--- config.mk ---
export PLATFORM = sky130hd
export DESIGN_NAME = vr_sequence_fault_control
export DESIGN_NICKNAME = d
export VERILOG_FILES = /design/src/core/vr_seq_pkg.sv /design/src/core/sync_bank.sv /design/src/core/ref_stepper.sv /design/src/core/vr_sequence_fault_control.sv
export SDC_FILE = /design/constraint.sdc
export NUM_CORES = 1
export LEC_CHECK = 0
export BUFFER_PORTS_ARGS = -buffer_cell sky130_fd_sc_hd__buf_4
export CAP_MARGIN = 20
export CORE_MARGIN = 3
export CORE_UTILIZATION = 60
export CTS_CLUSTER_SIZE = 8
export DETAILED_ROUTE_END_ITERATION = 8
export PLACE_DENSITY = 0.79
export SETUP_SLACK_MARGIN = 0.2
export SYNTH_ARGS = -nofsm -noshare
export SYNTH_HDL_FRONTEND = slang
export SYNTH_SLANG_ARGS = --single-unit
--- constraint.sdc ---
create_clock -name clk_sys_i -period 5.74 [get_ports clk_sys_i]
set_clock_uncertainty 0.05 [all_clocks]
set_input_delay 0.861 -clock clk_sys_i [delete_from_list [all_inputs] [get_ports clk_sys_i]]
set_output_delay 0.861 -clock clk_sys_i [all_outputs]
set_load 0.02 [all_outputs]
--- src/core/vr_seq_pkg.sv ---
// Constants, state codes and trip-level codes for the regulator supervisor.
// Assumes a 10 MHz system clock; the reference stepping cycle counts below are derived from that rate.
package vr_seq_pkg;

  // System clock
  localparam int CLK_HZ          = 10_000_000;

  // Reference stepping times, in microseconds
  localparam int VID_STEP_US     = 4;
  localparam int RAMP_STEP_US    = 32;
  localparam int VID_STEP_CYC    = (VID_STEP_US * CLK_HZ) / 1_000_000;
  localparam int VID_HALF_CYC    = VID_STEP_CYC / 2;
  localparam int RAMP_STEP_CYC   = (RAMP_STEP_US * CLK_HZ) / 1_000_000;

  localparam int TMR_W           = 9;
  localparam logic [TMR_W-1:0] STEP_LAST = TMR_W'(VID_STEP_CYC - 1);
  localparam logic [TMR_W-1:0] HALF_LAST = TMR_W'(VID_HALF_CYC - 1);
  localparam logic [TMR_W-1:0] RAMP_LAST = TMR_W'(RAMP_STEP_CYC - 1);

  // Identification code and reference, reference in 12.5 mV steps from zero
  localparam int VID_W           = 6;
  localparam int REF_W           = 7;
  localparam logic [VID_W-1:0] VID_NO_LOAD = 6'h3F;
  localparam logic [VID_W-1:0] VID_RESET   = 6'h3F;
  localparam logic [REF_W-1:0] VID_BASE    = 7'h2A;   // 0.525 V in steps
  localparam logic [REF_W-1:0] REF_ZERO    = 7'h00;
  localparam logic [REF_W-1:0] REF_ONE     = 7'h01;

  // No-load code delay, clock cycles
  localparam logic [1:0] OFF_DELAY_LAST = 2'h1;

  // Switching-cycle counts
  localparam int SW_W            = 12;
  localparam logic [SW_W-1:0] SS_DELAY_LAST = SW_W'(64 - 1);
  localparam logic [SW_W-1:0] OC_HOLD_LAST  = SW_W'(4096 - 1);
  localparam int OFS_W           = 10;
  localparam logic [OFS_W-1:0] OFFSET_SW    = OFS_W'(640);
  localparam int NUM_CH          = 4;
  localparam int CH_CNT_W        = 4;
  localparam logic [CH_CNT_W-1:0] CH_OC_SW  = CH_CNT_W'(8);

  // Comparator bundle layout for the synchroniser
  localparam int SYNC_W          = 10 + NUM_CH + VID_W;

  // Supervisor states, one-hot
  typedef enum logic [5:0] {
    ST_SHUT   = 6'b00_0001,
    ST_SS_DLY = 6'b00_0010,
    ST_SS_RMP = 6'b00_0100,
    ST_RUN    = 6'b00_1000,
    ST_OC_WT  = 6'b01_0000,
    ST_OV_HLT = 6'b10_0000
  } sup_state_t;

  // Overvoltage trip level selection handed to the analog comparator
  typedef enum logic [2:0] {
    TRIP_PRE_EN   = 3'h0,   // 1.7 V fixed
    TRIP_NO_LOAD  = 3'h1,   // shutdown level
    TRIP_SS_MAX   = 3'h2,   // higher of 1.5 V or ref + 200 mV
    TRIP_RUN_REF  = 3'h3,   // ref + 200 mV
    TRIP_AFTER_OV = 3'h4    // ref + 200 mV after an overvoltage disable
  } trip_sel_t;

endpackage

--- src/core/sync_bank.sv ---
// Two-flop synchroniser bank for asynchronous comparator and pin levels.
// Assumes each bit is an independent level; multi-bit words must be qualified downstream.
`timescale 1ns/1ps
module sync_bank #(
  parameter int W = 1
) (
  input  wire logic         clk_sys_i,  // System clock
  input  wire logic         resetn_i,   // Async reset, active low
  input  wire logic [W-1:0] async_i,    // Raw levels
  output logic      [W-1:0] sync_o      // Synchronised levels
);

  logic [W-1:0] meta_q;

  // First stage feeds only the second stage
  always_ff @(posedge clk_sys_i or negedge resetn_i) begin
    if (!resetn_i) begin
      meta_q <= '0;
      sync_o <= '0;
    end else begin
      meta_q <= async_i;
      sync_o <= meta_q;
    end
  end

endmodule

--- src/core/ref_stepper.sv ---
// Internal reference stepper: soft-start ramp and on-the-fly code tracking.
// Assumes target_i is a settled code and change_i a one-cycle pulse per accepted change.
`timescale 1ns/1ps
module ref_stepper
  import vr_seq_pkg::*;
(
  input  wire logic                         clk_sys_i,  // System clock
  input  wire logic                         resetn_i,   // Async reset, active low
  input  wire logic                         clear_i,    // Force reference to zero
  input  wire logic                         ramp_i,     // Soft-start ramp mode
  input  wire logic                         run_i,      // Tracking mode
  input  wire logic                         change_i,   // New code accepted
  input  wire logic [vr_seq_pkg::REF_W-1:0] target_i,   // Requested level
  output logic      [vr_seq_pkg::REF_W-1:0] ref_o       // Reference level
);

  logic             wait_q;   // Half-cycle wait pending
  logic             slew_q;   // Multi-step slewing
  logic             up_q;     // Direction seen at change
  logic [TMR_W-1:0] tmr_q;
  logic             want_up;
  logic             differ;

  assign want_up = target_i > ref_o;
  assign differ  = target_i != ref_o;

  // Step sequencing; a sign reversal during the wait drops the step
  always_ff @(posedge clk_sys_i or negedge resetn_i) begin
    if (!resetn_i) begin
      ref_o  <= REF_ZERO;
      wait_q <= 1'b0;
      slew_q <= 1'b0;
      up_q   <= 1'b0;
      tmr_q  <= '0;
    end else if (clear_i) begin
      ref_o  <= REF_ZERO;
      wait_q <= 1'b0;
      slew_q <= 1'b0;
      tmr_q  <= '0;
    end else if (ramp_i) begin
      wait_q <= 1'b0;
      slew_q <= 1'b0;
      if (tmr_q == RAMP_LAST) begin
        tmr_q <= '0;
        if (want_up) begin
          ref_o <= ref_o + REF_ONE;
        end
      end else begin
        tmr_q <= tmr_q + TMR_W'(1);
      end
    end else if (run_i) begin
      if (change_i) begin
        wait_q <= 1'b1;
        slew_q <= 1'b0;
        up_q   <= want_up;
        tmr_q  <= '0;
      end else if (wait_q) begin
        if (tmr_q == HALF_LAST) begin
          wait_q <= 1'b0;
          tmr_q  <= '0;
          if (differ && (want_up == up_q)) begin
            ref_o  <= up_q ? ref_o + REF_ONE : ref_o - REF_ONE;
            slew_q <= 1'b1;
          end
        end else begin
          tmr_q <= tmr_q + TMR_W'(1);
        end
      end else if (slew_q) begin
        if (!differ) begin
          slew_q <= 1'b0;
          tmr_q  <= '0;
        end else if (tmr_q == STEP_LAST) begin
          tmr_q <= '0;
          ref_o <= want_up ? ref_o + REF_ONE : ref_o - REF_ONE;
        end else begin
          tmr_q <= tmr_q + TMR_W'(1);
        end
      end
    end else begin
      // Hold level, e.g. during an overvoltage halt the trip tracks it
      wait_q <= 1'b0;
      slew_q <= 1'b0;
      tmr_q  <= '0;
    end
  end

endmodule

--- src/core/vr_sequence_fault_control.sv ---
// Sequencing and fault supervisor of a multi-phase buck regulator controller.
// Assumes analog comparators, code table and modulator sit outside; sw_tick_i
// is a one-cycle pulse per switching cycle from logic on the same clock.
//
// Notes on behaviour
// - Code inputs must read equal on three clock edges before a change counts.
// - After a change, wait half a change cycle, then move reference one step.
// - Drop the pending step if the step direction reverses during that wait.
// - Larger differences step one level every change cycle until equal.
// - In shutdown every PWM output is held high-impedance; the code drives them low while an overvoltage pull-down is active.
// - Soft-start begins once supply, analog enable, logic enable and non-off code hold.
// - All-ones code: after two cycles pick shutdown trip level, disable PWM.
// - All-ones code or code cycling never clears a latched overvoltage halt.
// - Soft-start waits 64 switching cycles, then ramps reference linearly from zero.
// - PWM stays high-impedance in soft-start until reference reaches pre-bias level.
// - Sense offset applied at soft-start, ramped to zero over 640 switching cycles.
// - Power-good low in shutdown, high after soft-start, ignores overvoltage.
// - Undervoltage flag pulls power-good low whenever output is under threshold.
// - Trip level selection follows state: pre-enable, soft-start, run, after overvoltage.
// - Auxiliary overvoltage trip while supply is partly up is taken as a trip.
// - Overvoltage forces PWM low until sensed output falls under the low level.
// - Then PWM goes high-impedance at reference; each recurrence pulls low again.
// - Crowbar drive asserts together with the overvoltage pull-down.
// - Overvoltage halts PWM until enable, logic enable or supply reset.
// - Mean current above reference trips overcurrent shutdown at once.
// - Any channel over reference for eight switching cycles trips overcurrent.
// - Overcurrent: PWM high-impedance, hold 4096 switching cycles, retry if enabled.
`timescale 1ns/1ps
module vr_sequence_fault_control
  import vr_seq_pkg::*;
(
  input  wire logic                         clk_sys_i,              // System clock, 10 MHz
  input  wire logic                         resetn_i,               // Async reset, active low
  input  wire logic                         sw_tick_i,              // Switching cycle pulse
  input  wire logic [vr_seq_pkg::VID_W-1:0] voltage_id_code_i,      // Processor code pins
  input  wire logic                         por_ok_i,               // Supply above reset level
  input  wire logic                         enable_above_thr_i,     // Analog enable above 1.29 V
  input  wire logic                         logic_enable_in_i,      // Logic enable pin
  input  wire logic                         undervolt_i,            // Output under 75 % of code
  input  wire logic                         overvolt_i,             // Output over selected trip
  input  wire logic                         overvolt_aux_i,         // Auxiliary trip, partial supply
  input  wire logic                         sensed_output_low_i,    // Output under release level
  input  wire logic                         diff_sense_at_ref_i,    // Diff sense down to reference
  input  wire logic                         prebias_reached_i,      // Reference at pre-bias output
  input  wire logic                         mean_channel_current_i, // Mean current over reference
  input  wire logic [vr_seq_pkg::NUM_CH-1:0] chan_over_i,           // Channel current over ref
  output logic                              pwm_hiz_o,              // PWM outputs three-stated
  output logic                              pwm_force_low_o,        // PWM outputs driven low
  output logic                              supply_ok_flag_o,       // Power-good
  output logic                              crowbar_drive_out_o,    // Crowbar gate drive
  output vr_seq_pkg::trip_sel_t             ov_trip_sel_o,          // Trip level selection
  output logic      [vr_seq_pkg::REF_W-1:0] ref_level_o,            // Reference, 12.5 mV steps
  output logic      [vr_seq_pkg::OFS_W-1:0] sense_offset_o,         // Offset, 640 = 100 mV
  output logic                              undervolt_flag_o,       // Undervoltage seen
  output logic                              oc_fault_o,             // Overcurrent hold active
  output logic                              ov_halted_o             // Overvoltage latch
);

  // Synchronised levels
  logic [SYNC_W-1:0] raw_all;
  logic [SYNC_W-1:0] sync_all;
  logic [VID_W-1:0]  vid_s;
  logic [NUM_CH-1:0] chan_s;
  logic por_s, en_s, ll_s, uv_s, ov_s, ova_s, vlow_s, dref_s, preb_s, mean_s;

  assign raw_all = {voltage_id_code_i, chan_over_i, por_ok_i, enable_above_thr_i,
                    logic_enable_in_i, undervolt_i, overvolt_i, overvolt_aux_i,
                    sensed_output_low_i, diff_sense_at_ref_i, prebias_reached_i,
                    mean_channel_current_i};

  // Comparators are asynchronous to the clock
  sync_bank #(.W(SYNC_W)) u_sync (
    .clk_sys_i (clk_sys_i),
    .resetn_i  (resetn_i),
    .async_i   (raw_all),
    .sync_o    (sync_all)
  );

  assign {vid_s, chan_s, por_s, en_s, ll_s, uv_s, ov_s, ova_s,
          vlow_s, dref_s, preb_s, mean_s} = sync_all;

  // Code qualification: three equal samples before acceptance
  logic [VID_W-1:0] vid_p1_q;
  logic [VID_W-1:0] vid_p2_q;
  logic [VID_W-1:0] vid_q;
  logic             vid_chg_q;
  logic             vid_stable;

  assign vid_stable = (vid_s == vid_p1_q) && (vid_p1_q == vid_p2_q);

  always_ff @(posedge clk_sys_i or negedge resetn_i) begin
    if (!resetn_i) begin
      vid_p1_q  <= VID_RESET;
      vid_p2_q  <= VID_RESET;
      vid_q     <= VID_RESET;
      vid_chg_q <= 1'b0;
    end else begin
      vid_p1_q  <= vid_s;
      vid_p2_q  <= vid_p1_q;
      vid_chg_q <= vid_stable && (vid_s != vid_q);
      if (vid_stable) begin
        vid_q <= vid_s;
      end
    end
  end

  // No-load code takes effect only after a short delay
  logic [1:0] off_cnt_q;
  logic       vid_off_q;

  always_ff @(posedge clk_sys_i or negedge resetn_i) begin
    if (!resetn_i) begin
      off_cnt_q <= '0;
      vid_off_q <= 1'b1;
    end else if (vid_q != VID_NO_LOAD) begin
      off_cnt_q <= '0;
      vid_off_q <= 1'b0;
    end else if (off_cnt_q == OFF_DELAY_LAST) begin
      vid_off_q <= 1'b1;
    end else begin
      off_cnt_q <= off_cnt_q + 2'h1;
    end
  end

  // Enable qualification; the code is deliberately absent from hw_reset
  logic enable_ok;
  logic hw_reset;

  assign enable_ok = por_s && en_s && ll_s && !vid_off_q;
  assign hw_reset  = !por_s || !en_s || !ll_s;

  // Overvoltage onset, auxiliary path included
  logic ov_any;
  logic ov_prev_q;
  logic ov_rise;

  assign ov_any  = ov_s || ova_s;
  assign ov_rise = ov_any && !ov_prev_q;

  always_ff @(posedge clk_sys_i or negedge resetn_i) begin
    if (!resetn_i) begin
      ov_prev_q <= 1'b0;
    end else begin
      ov_prev_q <= ov_any;
    end
  end

  // Per-channel sustained overcurrent counters
  logic [NUM_CH-1:0] ch_trip;

  genvar gi;
  generate
    for (gi = 0; gi < NUM_CH; gi++) begin : g_ch
      logic [CH_CNT_W-1:0] cnt_q;
      always_ff @(posedge clk_sys_i or negedge resetn_i) begin
        if (!resetn_i) begin
          cnt_q <= '0;
        end else if (!chan_s[gi]) begin
          cnt_q <= '0;
        end else if (sw_tick_i && (cnt_q != CH_OC_SW)) begin
          cnt_q <= cnt_q + CH_CNT_W'(1);
        end
      end
      assign ch_trip[gi] = (cnt_q == CH_OC_SW);
    end
  endgenerate

  logic oc_trip;

  assign oc_trip = mean_s || (|ch_trip);

  // Supervisor state machine
  sup_state_t       state_q;
  sup_state_t       state_d;
  logic [SW_W-1:0]  sw_cnt_q;
  logic             at_target;
  logic [REF_W-1:0] target;
  logic [REF_W-1:0] ref_lvl;

  assign target    = VID_BASE + REF_W'(vid_q);
  assign at_target = (ref_lvl == target);

  always_comb begin
    state_d = state_q;
    if (ov_rise && (state_q != ST_OV_HLT)) begin
      state_d = ST_OV_HLT;
    end else begin
      case (state_q)
        ST_SHUT: begin
          if (enable_ok) begin
            state_d = ST_SS_DLY;
          end
        end
        ST_SS_DLY: begin
          if (!enable_ok) begin
            state_d = ST_SHUT;
          end else if (oc_trip) begin
            state_d = ST_OC_WT;
          end else if (sw_tick_i && (sw_cnt_q == SS_DELAY_LAST)) begin
            state_d = ST_SS_RMP;
          end
        end
        ST_SS_RMP: begin
          if (!enable_ok) begin
            state_d = ST_SHUT;
          end else if (oc_trip) begin
            state_d = ST_OC_WT;
          end else if (at_target) begin
            state_d = ST_RUN;
          end
        end
        ST_RUN: begin
          if (!enable_ok) begin
            state_d = ST_SHUT;
          end else if (oc_trip) begin
            state_d = ST_OC_WT;
          end
        end
        ST_OC_WT: begin
          if (sw_tick_i && (sw_cnt_q == OC_HOLD_LAST)) begin
            state_d = enable_ok ? ST_SS_DLY : ST_SHUT;
          end
        end
        ST_OV_HLT: begin
          if (hw_reset) begin
            state_d = ST_SHUT;
          end
        end
        default: begin
          state_d = ST_SHUT;
        end
      endcase
    end
  end

  always_ff @(posedge clk_sys_i or negedge resetn_i) begin
    if (!resetn_i) begin
      state_q <= ST_SHUT;
    end else begin
      state_q <= state_d;
    end
  end

  // Switching-cycle counter restarts on every state change
  always_ff @(posedge clk_sys_i or negedge resetn_i) begin
    if (!resetn_i) begin
      sw_cnt_q <= '0;
    end else if (state_d != state_q) begin
      sw_cnt_q <= '0;
    end else if (sw_tick_i) begin
      sw_cnt_q <= sw_cnt_q + SW_W'(1);
    end
  end

  // Reference generation
  logic ref_clear;

  assign ref_clear = (state_q == ST_SHUT) || (state_q == ST_SS_DLY) || (state_q == ST_OC_WT);

  ref_stepper u_ref (
    .clk_sys_i (clk_sys_i),
    .resetn_i  (resetn_i),
    .clear_i   (ref_clear),
    .ramp_i    (state_q == ST_SS_RMP),
    .run_i     (state_q == ST_RUN),
    .change_i  (vid_chg_q),
    .target_i  (target),
    .ref_o     (ref_lvl)
  );

  assign ref_level_o = ref_lvl;

  // Pre-bias hold-off: no switching until the ramp meets the output
  logic prebias_q;

  always_ff @(posedge clk_sys_i or negedge resetn_i) begin
    if (!resetn_i) begin
      prebias_q <= 1'b0;
    end else if (state_q != ST_SS_RMP && state_q != ST_RUN) begin
      prebias_q <= 1'b0;
    end else if (preb_s) begin
      prebias_q <= 1'b1;
    end
  end

  // Sense offset, held through the delay and ramped by switching cycles
  always_ff @(posedge clk_sys_i or negedge resetn_i) begin
    if (!resetn_i) begin
      sense_offset_o <= '0;
    end else if (state_d == ST_SS_DLY) begin
      sense_offset_o <= OFFSET_SW;
    end else if (state_d == ST_SS_RMP || state_d == ST_RUN) begin
      if (sw_tick_i && (sense_offset_o != '0)) begin
        sense_offset_o <= sense_offset_o - OFS_W'(1);
      end
    end else begin
      sense_offset_o <= '0;
    end
  end

  // Overvoltage pull-down; one clock of latency is the fastest a flop gives
  logic force_low_d;

  assign force_low_d = ov_rise || (pwm_force_low_o && !(vlow_s && dref_s));

  always_ff @(posedge clk_sys_i or negedge resetn_i) begin
    if (!resetn_i) begin
      pwm_force_low_o     <= 1'b0;
      crowbar_drive_out_o <= 1'b0;
    end else begin
      pwm_force_low_o     <= force_low_d;
      crowbar_drive_out_o <= force_low_d;
    end
  end

  // PWM three-state whenever not switching and not pulled low
  logic switching;

  assign switching = (state_d == ST_RUN) || (state_d == ST_SS_RMP && (prebias_q || preb_s));

  always_ff @(posedge clk_sys_i or negedge resetn_i) begin
    if (!resetn_i) begin
      pwm_hiz_o <= 1'b1;
    end else begin
      pwm_hiz_o <= !force_low_d && !switching;
    end
  end

  // Power-good, kept through an overvoltage halt
  always_ff @(posedge clk_sys_i or negedge resetn_i) begin
    if (!resetn_i) begin
      supply_ok_flag_o <= 1'b0;
    end else if (state_d == ST_OV_HLT) begin
      supply_ok_flag_o <= supply_ok_flag_o && !uv_s;
    end else begin
      supply_ok_flag_o <= (state_d == ST_RUN) && !uv_s;
    end
  end

  // Trip level selection and status
  always_ff @(posedge clk_sys_i or negedge resetn_i) begin
    if (!resetn_i) begin
      ov_trip_sel_o    <= TRIP_PRE_EN;
      undervolt_flag_o <= 1'b0;
      oc_fault_o       <= 1'b0;
      ov_halted_o      <= 1'b0;
    end else begin
      undervolt_flag_o <= uv_s;
      oc_fault_o       <= (state_d == ST_OC_WT);
      ov_halted_o      <= (state_d == ST_OV_HLT);
      case (state_d)
        ST_OV_HLT: ov_trip_sel_o <= TRIP_AFTER_OV;
        ST_RUN:    ov_trip_sel_o <= TRIP_RUN_REF;
        ST_SHUT:   ov_trip_sel_o <= vid_off_q ? TRIP_NO_LOAD : TRIP_PRE_EN;
        default:   ov_trip_sel_o <= TRIP_SS_MAX;
      endcase
    end
  end

endmodule

Word-level counts from Yosys, hierarchy flattened:

Index checks and enable logic that the tools add are counted.

* register bits after elaboration: 136
* input bits: 23
* output and inout bits: 27
* logic and storage cells: 222

* $add $sub $neg: 11
* $lt $le $gt $ge: 1
* equal/unequal tests: 51
* multiplexer cells: 75
* bitwise logic cells: 2
* reductions and logical operators: 53

Operator list (count)
* 7-bit two-way mux: 14
* 9-bit two-way mux: 10
* 6-bit two-way mux: 12
* 6-bit one-hot mux with 6 select lines: 1
* 4-bit two-way mux: 8
* 10-bit two-way mux: 3
* 12-bit two-way mux: 2
* 1-bit logical AND: 22
* 1-bit two-way mux: 21
* 6-bit by 5-bit inequality test with 1-bit output, second input constant: 3
* 4-bit by 1-bit adder with 4-bit output, second input constant: 4
* 4-bit equality test, second input constant: 4
* 4-bit inequality test, second input constant: 4
* 12-bit by 1-bit adder with 12-bit output, second input constant: 1
* 12-bit equality test, second input constant: 1
* 12-bit by 6-bit equality test with 1-bit output, second input constant: 1
* 6-bit by 1-bit equality test with 1-bit output, second input constant: 2
* 6-bit by 2-bit equality test with 1-bit output, second input constant: 2
* 6-bit by 3-bit equality test with 1-bit output, second input constant: 2
* 6-bit by 4-bit equality test with 1-bit output, second input constant: 2
* 6-bit by 5-bit equality test with 1-bit output, second input constant: 2
* 6-bit equality test: 2
* 6-bit equality test, second input constant: 2
* 6-bit inequality test: 2
* 35 further kinds: 66

Longest topological paths before layout:

Gate-level depths: netlist of the first run.

* depth in word-level cells: 12
* depth in mapped cells: 12
* gate-level depth less buffers: 11

Hierarchy:

Synthesis of the first run repeated with hierarchy kept, for this count alone.

* cells, all modules: 634
* area total of the unflattened synthesis: 6967.9 µm²

By module, submodules not included
* vr_sequence_fault_control: times used 1, cells each 415, area an instance 4349.2 µm², seq. area each 1953.1 µm²
* ref_stepper: times used 1, cells each 179, area an instance 1617.8 µm², seq. area each 475.5 µm²
* sync_bank: times used 1, cells each 40, area an instance 1001.0 µm², seq. area each 1001.0 µm²

Worst setup path before layout of the first run:

Ideal clock, no wire load.

* path kind: reg2reg
* start point: register vid_q[1]
* end point: register u_ref.ref_o[4] (netlist bit)
* setup time: 0.077 ns
* arrival: 2.940 ns
* required time: 5.613 ns
* path slack: 2.673 ns
* stages on the path, launching flop included: 12
* buffers on the path: 0
* clock period less this slack: 3.067 ns
* cell sequence: dfstp_2 ha_1 o21ai_0 xor2_1 ha_1 nand4_1 a21oi_1 nor2_1 o311ai_2 mux2_2 or3_1 a21oi_1

* cells in the longest elaborated chain, start to end: 11
* elaborated cells on any way between the ends: 18
* classes of those cells: add/sub (1); order compare (1); eq/ne (4); mux (9); reduce/logical (3)

Ends and longest elaborated chain
* from (decl): RTL line vr_sequence_fault_control.sv:85 `logic [VID_W-1:0] vid_q;`
* from (signal assigned): RTL line vr_sequence_fault_control.sv:102 `vid_q <= vid_s;`
* 6-bit by 6-bit adder with 7-bit output *: RTL line vr_sequence_fault_control.sv:180 `assign target = VID_BASE + REF_W'(vid_q);`
* 7-bit greater-than comparator: RTL line ref_stepper.sv:24 `assign want_up = target_i > ref_o;`
* 7-bit two-way mux: RTL line ref_stepper.sv:74 `ref_o <= want_up ? ref_o + REF_ONE : ref_o - REF_ONE;`
* 7-bit two-way mux: RTL line ref_stepper.sv:72 `end else if (tmr_q == STEP_LAST) begin`
* 7-bit two-way mux: RTL line ref_stepper.sv:69 `if (!differ) begin`
* 7-bit two-way mux: RTL line ref_stepper.sv:68 `end else if (slew_q) begin`
* 7-bit two-way mux: RTL line ref_stepper.sv:57 `end else if (wait_q) begin`
* 7-bit two-way mux: RTL line ref_stepper.sv:52 `if (change_i) begin`
* 7-bit two-way mux: RTL line ref_stepper.sv:51 `end else if (run_i) begin`
* 7-bit two-way mux: RTL line ref_stepper.sv:40 `end else if (ramp_i) begin`
* 7-bit two-way mux: RTL line ref_stepper.sv:35 `end else if (clear_i) begin`
* to (signal assigned): RTL line ref_stepper.sv:46 `ref_o <= ref_o + REF_ONE;`
* to (signal assigned): RTL line ref_stepper.sv:62 `ref_o <= up_q ? ref_o + REF_ONE : ref_o - REF_ONE;`
* to (signal assigned): RTL line ref_stepper.sv:74
* to (decl): RTL line ref_stepper.sv:14 `output logic [vr_seq_pkg::REF_W-1:0] ref_o`

Mark *: on every way between the ends. The rest lies on a longest branch, timed or not. The select of a mux whose other input is x is not followed.
A chain may end at the register's enable or synchronous reset.

Worst setup path in the final report of the first run:

* start point: register vid_q[1]
* end point: register sw_cnt_q[6]

* cells in the longest elaborated chain, start to end: 9
* elaborated cells on any way between the ends: 10
* classes of those cells: add/sub (1); eq/ne (2); mux (6); reduce/logical (1)

Ends and longest elaborated chain
* 6-bit by 6-bit adder with 7-bit output *: RTL line vr_sequence_fault_control.sv:180
* 7-bit equality test *: RTL line vr_sequence_fault_control.sv:181 `assign at_target = (ref_lvl == target);`
* 6-bit two-way mux *: RTL line vr_sequence_fault_control.sv:208 `end else if (at_target) begin`
* 6-bit two-way mux *: RTL line vr_sequence_fault_control.sv:206 `end else if (oc_trip) begin`
* 6-bit two-way mux *: RTL line vr_sequence_fault_control.sv:204 `if (!enable_ok) begin`
* 6-bit one-hot mux with 6 select lines *: RTL line vr_sequence_fault_control.sv:188 `case (state_q)`
* 6-bit two-way mux *: RTL line vr_sequence_fault_control.sv:185 `if (ov_rise && (state_q != ST_OV_HLT)) begin`
* named net state_d[3]: RTL line vr_sequence_fault_control.sv:174 `sup_state_t state_d;`
* 6-bit inequality test *: RTL line vr_sequence_fault_control.sv:248 `end else if (state_d != state_q) begin`
* 12-bit two-way mux or 2-bit nonzero test (tied branches)
* to (signal assigned): RTL line vr_sequence_fault_control.sv:251 `sw_cnt_q <= sw_cnt_q + SW_W'(1);`
* to (decl): RTL line vr_sequence_fault_control.sv:175 `logic [SW_W-1:0] sw_cnt_q;`

The timed path passes the listed nets; every way through them passes the cells marked *.

==> impl_metrics.env, run 1 <==
export IMPL_fin_ws_ns=2.11
export IMPL_p_sw_share_pct=24.9
export IMPL_final_min_clock_period_ns=3.63
export IMPL_grt_max_degree=73
export IMPL_layout_drive_gt1_share_pct=19.2
export IMPL_ys_seq_elements=135
export IMPL_seq_area_frac_synth_pct=53.3
export IMPL_detailedPlace_worstSlack_ns=2.09
export IMPL_rr_startpoint="vid_q[1]"
export IMPL_reg2regPathDepth=11
export IMPL_antenna_violating_nets_post_route=0
export IMPL_worst_setup_path_type="reg -> reg"
export IMPL_drt_wirelength_per_cell_um=15.6
export IMPL_ys_dominant_reg_cell="sky130_fd_sc_hd__dfrtp_1"
export IMPL_max_clock_path_buffers=2
export IMPL_clock_tree_from_tritoncts="done"
export IMPL_slew_headroom_pct=24.7
export IMPL_dpl_cell_count=771
export IMPL_mappedNetlistArea_um2=6390
export IMPL_leakage_nw=3.31
export IMPL_detail_route_first_pass_iterations=5
export IMPL_post_cts_setup_buffers=0
export IMPL_dpl_instance_area_um2=6840
export IMPL_port_buffer_count=49
export IMPL_initial_core_util_pct=61.9
export IMPL_drc_errors=0
export IMPL_maxSlewViolCount=0
export IMPL_crit_reg2reg_capture="sw_cnt_q[6]"
export IMPL_power_switching_w=0.000584
export IMPL_critPathArrivalTime_ns=4.01
export IMPL_critPathCaptureType="flip-flop"
export IMPL_worstSetupStartpointType="flip-flop"
export IMPL_final_setup_violating_endpoints=0
export IMPL_synthTopCellsByArea="sky130_fd_sc_hd__dfrtp_1 45%, sky130_fd_sc_hd__dfstp_2 8.6%, sky130_fd_sc_hd__ha_1 4.3%, sky130_fd_sc_hd__xnor2_1 4.0%, sky130_fd_sc_hd__o21ai_0 2.6%"
export IMPL_hold_class="in -> async"
export IMPL_antenna_found_initial=0
export IMPL_combinationalPowerShare_pct=9.6
export IMPL_die_w_um=109
export IMPL_max_freq_mhz=276
export IMPL_drt_iter0_markers=345
export IMPL_synth_cells=604
export IMPL_grt_first_pass_wirelength_um=21300
export IMPL_synth_edf_count=0
export IMPL_ioPinCount=50
export IMPL_design_area_um2=7450
export IMPL_vias=4661
export IMPL_power_density_nw_per_um2=315
export IMPL_setup_tns_final_ns=0
export IMPL_max_slew_worst_pin_slew_ns=1.12
export IMPL_critical_path_peak_fanout=11
export IMPL_grt_usage_pct=22.8
export IMPL_run_status="complete, no violations"
export IMPL_ys_warnings_count=0
export IMPL_cts_root_buf="sky130_fd_sc_hd__clkbuf_8"
export IMPL_seqPwrFrac_pct=44.2
export IMPL_finalCritPeriodShare_pct=63.2
export IMPL_dp_hpwl_um=8530
export IMPL_synthesis_area_per_instance_um2=10.6
export IMPL_synthDominantAreaCellType="sky130_fd_sc_hd__dfrtp_1"
export IMPL_core_area_um2=10300
export IMPL_worst_endpoint_required_ns=6.13
export IMPL_async_reset_ff_share_pct=100
export IMPL_r2r_setup_slack_ns=2.11
export IMPL_drt_vias_per_instance=5.80
export IMPL_postRouteWirelength_um=12600
export IMPL_total_nets_final=700
export IMPL_cts_hold_repair_buffers=0
export IMPL_yosys_area_top_type_share_pct=44.7
export IMPL_report_final_hold_viol_count=0
export IMPL_synth_cell_type_count=66
export IMPL_htree_levels=4
export IMPL_place_gp_congestion=0.936
export IMPL_rsz_0062_raised_after_global_routing="false"
export IMPL_grt_overflow_total=0
export IMPL_clk_pin_slew_ns=0.06
export IMPL_cts_resized=0
export IMPL_clock_sinks=135
export IMPL_dieHeight_um=109
export IMPL_area_delta_synth_final_pct=16.6
export IMPL_design_die_area_um2=11900
export IMPL_numCtsBuffers=17
export IMPL_antenna_diode_count=0
export IMPL_ir_drop_mv=0.346
export IMPL_fp_row_count=37
export IMPL_max_cap_violations=0
export IMPL_finish_cell_count_without_fillers=804
export IMPL_clkLatencyLatePin_ns=0.52
export IMPL_p_clk_share_pct=46.2
export IMPL_via_count_of_the_first_global_routing_pass=4514
export IMPL_internal_power_w=0.00176
export IMPL_synth_fp_nets=649
[metrics by stage]
stage,hold slack [ns],total power (W),util [%]
3_3_place_gp,0.282,0.00127,66.3
3_5_place_dp,0.286,0.00127,66.3
5_1_grt,0.298,0.00244,72.2
6_report,0.261,0.00235,72.2
2_1_floorplan,0.281,0.00120,-
4_1_cts,0.275,0.00237,72.1
[critical path, stage by stage, from the launching register on]
cell                      delay (ns)
sky130_fd_sc_hd__dfstp_2        0.57
sky130_fd_sc_hd__ha_1           0.19
sky130_fd_sc_hd__o21ai_0        0.11
sky130_fd_sc_hd__xor2_1         0.16
sky130_fd_sc_hd__ha_1           0.31
sky130_fd_sc_hd__nand4_1        0.18
sky130_fd_sc_hd__nor2_1         0.40
sky130_fd_sc_hd__a31oi_1        0.22
sky130_fd_sc_hd__nor4_4         0.32
sky130_fd_sc_hd__xnor2_1        0.19
sky130_fd_sc_hd__nand4_1        0.57
sky130_fd_sc_hd__nor2_2         0.27
[synthesized netlist by cell type, types with 2 or more instances]
cell type,number
sky130_fd_sc_hd__o21ai_0,33
sky130_fd_sc_hd__buf_4,2
sky130_fd_sc_hd__dfstp_2,21
sky130_fd_sc_hd__ha_1,22
sky130_fd_sc_hd__nor4_1,4
sky130_fd_sc_hd__o21a_1,5
sky130_fd_sc_hd__dfrtp_1,114
sky130_fd_sc_hd__a21o_1,3
sky130_fd_sc_hd__or4_1,4
sky130_fd_sc_hd__xor2_1,15
sky130_fd_sc_hd__nor2_2,10
sky130_fd_sc_hd__o31ai_1,5
sky130_fd_sc_hd__and4_1,2
sky130_fd_sc_hd__nand3b_1,6
sky130_fd_sc_hd__nand3_1,18
sky130_fd_sc_hd__nand2b_1,9
sky130_fd_sc_hd__nand4_1,15
sky130_fd_sc_hd__nand4b_1,4
sky130_fd_sc_hd__a21oi_1,19
sky130_fd_sc_hd__a211oi_1,5
sky130_fd_sc_hd__mux2i_1,5
sky130_fd_sc_hd__a21boi_0,4
sky130_fd_sc_hd__o211ai_1,4
sky130_fd_sc_hd__or2_2,2
sky130_fd_sc_hd__a311oi_1,2
sky130_fd_sc_hd__clkbuf_1,9
sky130_fd_sc_hd__xnor2_1,29
sky130_fd_sc_hd__nor2b_1,5
sky130_fd_sc_hd__inv_1,32
sky130_fd_sc_hd__buf_2,5
sky130_fd_sc_hd__nor2_1,41
sky130_fd_sc_hd__nand2_1,40
sky130_fd_sc_hd__o31a_1,7
sky130_fd_sc_hd__and2_1,13
sky130_fd_sc_hd__o22ai_1,4
sky130_fd_sc_hd__or3_1,9
sky130_fd_sc_hd__nor3b_1,3
sky130_fd_sc_hd__mux2_2,4
sky130_fd_sc_hd__o21bai_1,2
sky130_fd_sc_hd__nor3_1,23
sky130_fd_sc_hd__and3_1,19
sky130_fd_sc_hd__and3b_1,2
[cell families (layout without fill, tap and decap cells)]
logic type / count (synthesis) / after routing / synth area share, %
flip-flops: 135 / 135 / 53.3
AO/OA/AOI/OAI: 106 / 106 / 11.1
adder cells (fa/ha/maj): 22 / 22 / 4.31
AND/OR/NAND/NOR: 237 / 237 / 20.4
XOR/XNOR: 44 / 44 / 6.03
buffers and inverters: 51 / 115 / 3.35
multiplexers: 9 / 9 / 1.49
[sequential cells by signal, summed over array words and instances, names as in the netlist, 7 cells and up]
| signal | flops |
|---|---|
| sw_cnt_q | 12 |
| g_ch.cnt_q | 16 |
| u_ref.ref_o | 7 |
| sense_offset_o | 10 |
| u_ref.tmr_q | 9 |
| u_sync.meta_q | 20 |
| u_sync.sync_o | 20 |
[metal layers]
layer	GRT usage [%]	vias to the layer above	part of all wire, %	routed length (um)
met5	0	-	0	0
met4	7.30	0	1.2	146
met3	5.98	14	4.8	599
met2	36.4	132	49	6170
met1	30.5	2289	45	5650
li1	-	2226	-	-
[power groups by stage]
stage	sequential, W	combinational, W	clock, W
2_1_floorplan	0.00105	0.000157	0
3_3_place_gp	0.00105	0.000218	0
3_5_place_dp	0.00105	0.000223	0
4_1_cts	0.00104	0.000226	0.00111
5_1_grt	0.00104	0.000250	0.00115
6_report	0.00104	0.000225	0.00109
[area by class of cell]
class | instances | area, um2
Clock buffer | 20 | 435
Clock inverter | 12 | 166
Fill cell | 736 | 2870
Inverter | 32 | 120
Multi-Input combinational cell | 418 | 2770
Sequential cell | 135 | 3400
Tap cell | 136 | 170
Timing Repair Buffer | 51 | 384
[worst max path at each step]
stage | cells after the start | endpoint | startpoint
2_1_floorplan | 11 | u_ref.ref_o[4] | vid_q[1]
3_3_place_gp | 11 | sw_cnt_q[3] | vid_q[1]
3_5_place_dp | 11 | sw_cnt_q[6] | vid_q[2]
5_1_grt | 11 | sw_cnt_q[2] | vid_q[1]
6_report | 11 | sw_cnt_q[6] | vid_q[1]
4_1_cts | 11 | sw_cnt_q[2] | vid_q[1]
[cells in the final DEF, fill, tap and decap left out, types with 3 or more instances in the layout]
| cell | synthesis | layout |
|---|---|---|
| sky130_fd_sc_hd__nor3_1 | 23 | 23 |
| sky130_fd_sc_hd__nand4_1 | 15 | 15 |
| sky130_fd_sc_hd__o211ai_1 | 4 | 4 |
| sky130_fd_sc_hd__and2_1 | 13 | 13 |
| sky130_fd_sc_hd__o22ai_1 | 4 | 4 |
| sky130_fd_sc_hd__and3_1 | 19 | 19 |
| sky130_fd_sc_hd__bufinv_16 | 0 | 3 |
| sky130_fd_sc_hd__mux2i_1 | 5 | 5 |
| sky130_fd_sc_hd__mux2_2 | 4 | 4 |
| sky130_fd_sc_hd__xor2_1 | 15 | 15 |
| sky130_fd_sc_hd__nor3b_1 | 3 | 3 |
| sky130_fd_sc_hd__buf_4 | 2 | 49 |
| sky130_fd_sc_hd__o31a_1 | 7 | 7 |
| sky130_fd_sc_hd__a21oi_1 | 19 | 19 |
| sky130_fd_sc_hd__nor2_2 | 10 | 10 |
| sky130_fd_sc_hd__o21ai_0 | 33 | 33 |
| sky130_fd_sc_hd__clkbuf_16 | 0 | 16 |
| sky130_fd_sc_hd__xnor2_1 | 29 | 29 |
| sky130_fd_sc_hd__dfstp_2 | 21 | 21 |
| sky130_fd_sc_hd__or4_1 | 4 | 4 |
| sky130_fd_sc_hd__or3_1 | 9 | 9 |
| sky130_fd_sc_hd__nand2_1 | 40 | 40 |
| sky130_fd_sc_hd__clkinv_4 | 0 | 4 |
| sky130_fd_sc_hd__a21o_1 | 3 | 3 |
| sky130_fd_sc_hd__dfrtp_1 | 114 | 114 |
| sky130_fd_sc_hd__nor4_1 | 4 | 4 |
| sky130_fd_sc_hd__o21a_1 | 5 | 5 |
| sky130_fd_sc_hd__nand3b_1 | 6 | 6 |
| sky130_fd_sc_hd__a211oi_1 | 5 | 5 |
| sky130_fd_sc_hd__ha_1 | 22 | 22 |
| sky130_fd_sc_hd__nand2b_1 | 9 | 9 |
| sky130_fd_sc_hd__o31ai_1 | 5 | 5 |
| sky130_fd_sc_hd__nor2_1 | 41 | 41 |
| sky130_fd_sc_hd__inv_6 | 0 | 3 |
| sky130_fd_sc_hd__nand3_1 | 18 | 18 |
| sky130_fd_sc_hd__nor2b_1 | 5 | 5 |
| sky130_fd_sc_hd__a21boi_0 | 4 | 4 |
| sky130_fd_sc_hd__nand4b_1 | 4 | 4 |
| sky130_fd_sc_hd__inv_1 | 32 | 32 |
Note: power is estimated with default switching activity, not from simulation.
==> run 2, diff against run 1 <==
Settings changed: ABC_AREA set to 1.
Clock period 5.74 ns to 3.7 ns, I/O delays scaled along.
==> run 2 against run 1 <==
Against the previous run:
- critical path depth up 6
- first-iteration DRC count increased by 35%
- hold slack got worse by 0.18 ns
- count of clock-buffer cells in the layout is 1 higher
- maximum frequency increased by 17%
- final cell count is 26% higher
- sequential share of layout area fell by 2.2 points
- clock power is 44% higher
- via count rose by 18%
- power rose by 57%
- die area is 4.8% higher
- critical endpoint is now sw_cnt_q[1]
- largest power group is now sequential cells
- highest routed layer unchanged
==> impl_metrics.env, run 2 <==
export IMPL_run_status="complete, no violations"
export IMPL_drc_errors=0
export IMPL_initial_core_util_pct=63.3
export IMPL_layout_commonest_cell="sky130_fd_sc_hd__nand2_1"
export IMPL_critPathArrivalTime_ns=3.51
export IMPL_drt_wirelength_per_cell_um=13.9
export IMPL_slew_headroom_pct=56.3
export IMPL_detail_route_first_pass_iterations=5
export IMPL_via_count_of_the_first_global_routing_pass=5306
export IMPL_postRouteWirelength_um=14100
export IMPL_ys_warnings_count=0
export IMPL_ir_drop_mv=0.409
export IMPL_detailedPlace_worstSlack_ns=0.500
export IMPL_grt_first_pass_wirelength_um=24200
export IMPL_fin_ws_ns=0.590
export IMPL_crit_reg2reg_capture="sw_cnt_q[1]"
export IMPL_worstSetupStartpointType="flip-flop"
export IMPL_drt_vias_per_instance=5.42
export IMPL_dp_hpwl_um=9730
export IMPL_path_common_cell="sky130_fd_sc_hd__nand2_1"
export IMPL_antenna_violating_nets_post_route=0
export IMPL_grt_overflow_total=0
export IMPL_hold_class="in -> reg"
export IMPL_max_cap_violations=0
export IMPL_layout_drive_gt1_share_pct=15.8
export IMPL_synthMostInstantiatedCell="sky130_fd_sc_hd__nand2_1"
export IMPL_setup_tns_final_ns=0
export IMPL_die_w_um=112
export IMPL_p_clk_share_pct=42.6
export IMPL_max_clock_path_buffers=2
export IMPL_mappedNetlistArea_um2=6710
export IMPL_r2r_setup_slack_ns=0.59
export IMPL_antenna_diode_count=0
export IMPL_synthDominantAreaCellType="sky130_fd_sc_hd__dfrtp_1"
export IMPL_rr_startpoint="vid_q[1]"
export IMPL_port_buffer_count=49
export IMPL_grt_usage_pct=23.8
export IMPL_core_area_um2=10600
export IMPL_clock_sinks=135
export IMPL_leakage_nw=3.88
export IMPL_synth_cells=801
export IMPL_report_final_hold_viol_count=0
export IMPL_crit_path_top_delay_cell="sky130_fd_sc_hd__dfstp_2"
export IMPL_finalCritPeriodShare_pct=84.1
export IMPL_layout_common_cells="166 x sky130_fd_sc_hd__nand2_1, 116 x sky130_fd_sc_hd__inv_1, 114 x sky130_fd_sc_hd__dfrtp_1"
export IMPL_ioPinCount=50
export IMPL_grt_max_degree=120
export IMPL_final_min_clock_period_ns=3.11
export IMPL_clkLatencyLatePin_ns=0.53
export IMPL_internal_power_w=0.00264
export IMPL_synthTopCellsByArea="sky130_fd_sc_hd__dfrtp_1 42%, sky130_fd_sc_hd__nand2_1 9.3%, sky130_fd_sc_hd__dfstp_2 8.2%, sky130_fd_sc_hd__inv_1 6.5%, sky130_fd_sc_hd__nand3_1 5.4%"
export IMPL_seqPwrFrac_pct=43.9
export IMPL_slowest_delay_ns=0.58
export IMPL_layout_top_registers="u_sync.meta_q (20), u_sync.sync_o (20), g_ch.cnt_q (16)"
export IMPL_timing_critical_path_from="vid_q[1]"
export IMPL_total_nets_final=909
export IMPL_holdWs_ns=0.0787
export IMPL_design_die_area_um2=12500
export IMPL_dieHeight_um=112
export IMPL_power_density_nw_per_um2=470
export IMPL_reg2regPathDepth=17
export IMPL_synthesis_area_per_instance_um2=8.38
export IMPL_antenna_found_initial=0
export IMPL_worst_endpoint_required_ns=4.10
export IMPL_area_delta_synth_final_pct=16.5
export IMPL_power_switching_w=0.00104
export IMPL_max_slew_worst_pin_slew_ns=0.650
export IMPL_timing_critical_path_to="sw_cnt_q[1]"
export IMPL_ys_dominant_reg_cell="sky130_fd_sc_hd__dfrtp_1"
export IMPL_htree_levels=4
export IMPL_yosys_area_top_type_share_pct=42.5
export IMPL_place_gp_congestion=0.909
export IMPL_netlist_top_cells_count="166 x sky130_fd_sc_hd__nand2_1, 116 x sky130_fd_sc_hd__inv_1, 114 x sky130_fd_sc_hd__dfrtp_1, 87 x sky130_fd_sc_hd__nor2_1, 73 x sky130_fd_sc_hd__nand3_1"
export IMPL_synth_fp_nets=846
export IMPL_worst_setup_path_type="reg -> reg"
export IMPL_p_sw_share_pct=28.3
export IMPL_fp_row_count=37
export IMPL_ys_seq_elements=135
export IMPL_async_reset_ff_share_pct=100
export IMPL_final_setup_violating_endpoints=0
export IMPL_critical_path_peak_fanout=12
export IMPL_clk_pin_slew_ns=0.06
export IMPL_max_freq_mhz=322
export IMPL_maxSlewViolCount=0
export IMPL_vias=5494
export IMPL_rsz_0062_raised_after_global_routing="false"
export IMPL_synth_cell_type_count=39
export IMPL_critPathCaptureType="flip-flop"
export IMPL_cts_root_buf="sky130_fd_sc_hd__clkbuf_8"
export IMPL_combinationalPowerShare_pct=13.6
export IMPL_seq_area_frac_synth_pct=50.7
export IMPL_synth_edf_count=0
export IMPL_critical_path_cell_chain="ha_1 > or2_2 > nand2_1 > xor2_1 > ha_1 > nand2_1 > nor2_1 > nand2_2 > nand2_1 > nand4_1 > nand2_1 > nand2_2 > nand2_1 > nand2_1 > nor2_1 > nand4_4 > nor2_1"
export IMPL_drt_iter0_markers=466
export IMPL_post_cts_setup_buffers=0
export IMPL_clock_tree_from_tritoncts="done"
export IMPL_numCtsBuffers=17
run 2: cell types whose count changed after synthesis, sizes merged, moves of 11 or more:
cell / change
nand2: +129
inv: +88
nand3: +55
nor2: +53
and3: -19
xnor2: -19
and2: -13
o21ai: +11
run 2: layout make-up:
type | instances | area [um2]
Clock buffer | 21 | 472
Sequential cell | 135 | 3400
Tap cell | 136 | 170
Clock inverter | 11 | 88.8
Fill cell | 771 | 2780
Multi-Input combinational cell | 536 | 2810
Inverter | 121 | 454
Timing Repair Buffer | 53 | 424
run 2: worst min path at each step:
stage / depth (start not counted) / start / to / slack, ns
floorplan: 0 / resetn_i / crowbar_drive_out_o / 0.21
global placement: 0 / u_sync.meta_q[13] / u_sync.sync_o[13] / 0.28
detailed placement: 0 / u_sync.meta_q[11] / u_sync.sync_o[11] / 0.28
CTS: 1 / voltage_id_code_i[2] / u_sync.meta_q[16] / 0.05
global route: 1 / voltage_id_code_i[2] / u_sync.meta_q[16] / 0.05
finish: 1 / voltage_id_code_i[1] / u_sync.meta_q[15] / 0.08
run 2: per-layer routing:
layer	track usage, %	wire [um]	up-vias
met4	9.81	300	0
met3	5.71	651	29
met5	0	0	-
met2	39.4	6930	169
met1	30.2	6220	2607
li1	-	-	2689
run 2: cells by family after synthesis:
| kind of cell | after synthesis | synth area share [%] |
|---|---|---|
| AOI/OAI and AO/OA | 85 | 6.91 |
| xor gates and xnor gates | 34 | 4.44 |
| adders and majority gates | 22 | 4.10 |
| buffers and inverters | 130 | 7.57 |
| DFF | 135 | 50.7 |
| muxes | 1 | 0.149 |
| and+or+nand+nor | 394 | 26.1 |
run 2: timing repair:
action,CTS,global route
gates resized for setup,0,1
endpoints found under the hold margin,0,13
hold buffers,0,1
setup endpoints to repair,0,9
run 2: per-stage QoR:
stage	power, W	instance area, um2	std cells	util, %
finish	0.00368	7820	1013	73.8
global placement	0.00210	7220	979	68.1
global route	0.00385	7820	1013	73.8
detailed placement	0.00212	7220	979	68.1
CTS	0.00370	7780	1011	73.4
floorplan	0.00197	6710	801	-
run 2: worst max-delay path: cells and delay by family (launching register included):
kind	cells	cell delay [ns]
xor+xnor	1	0.15
flops	1	0.58
fa+ha+maj	2	0.43
simple gates	14	1.81
run 2: power groups by stage:
stage	clock network, W	logic (W)	registers (W)
4_1_cts	0.00160	0.000488	0.00161
2_1_floorplan	0	0.000328	0.00164
3_3_place_gp	0	0.000467	0.00164
6_report	0.00157	0.000499	0.00162
3_5_place_dp	0	0.000481	0.00164
5_1_grt	0.00167	0.000564	0.00162
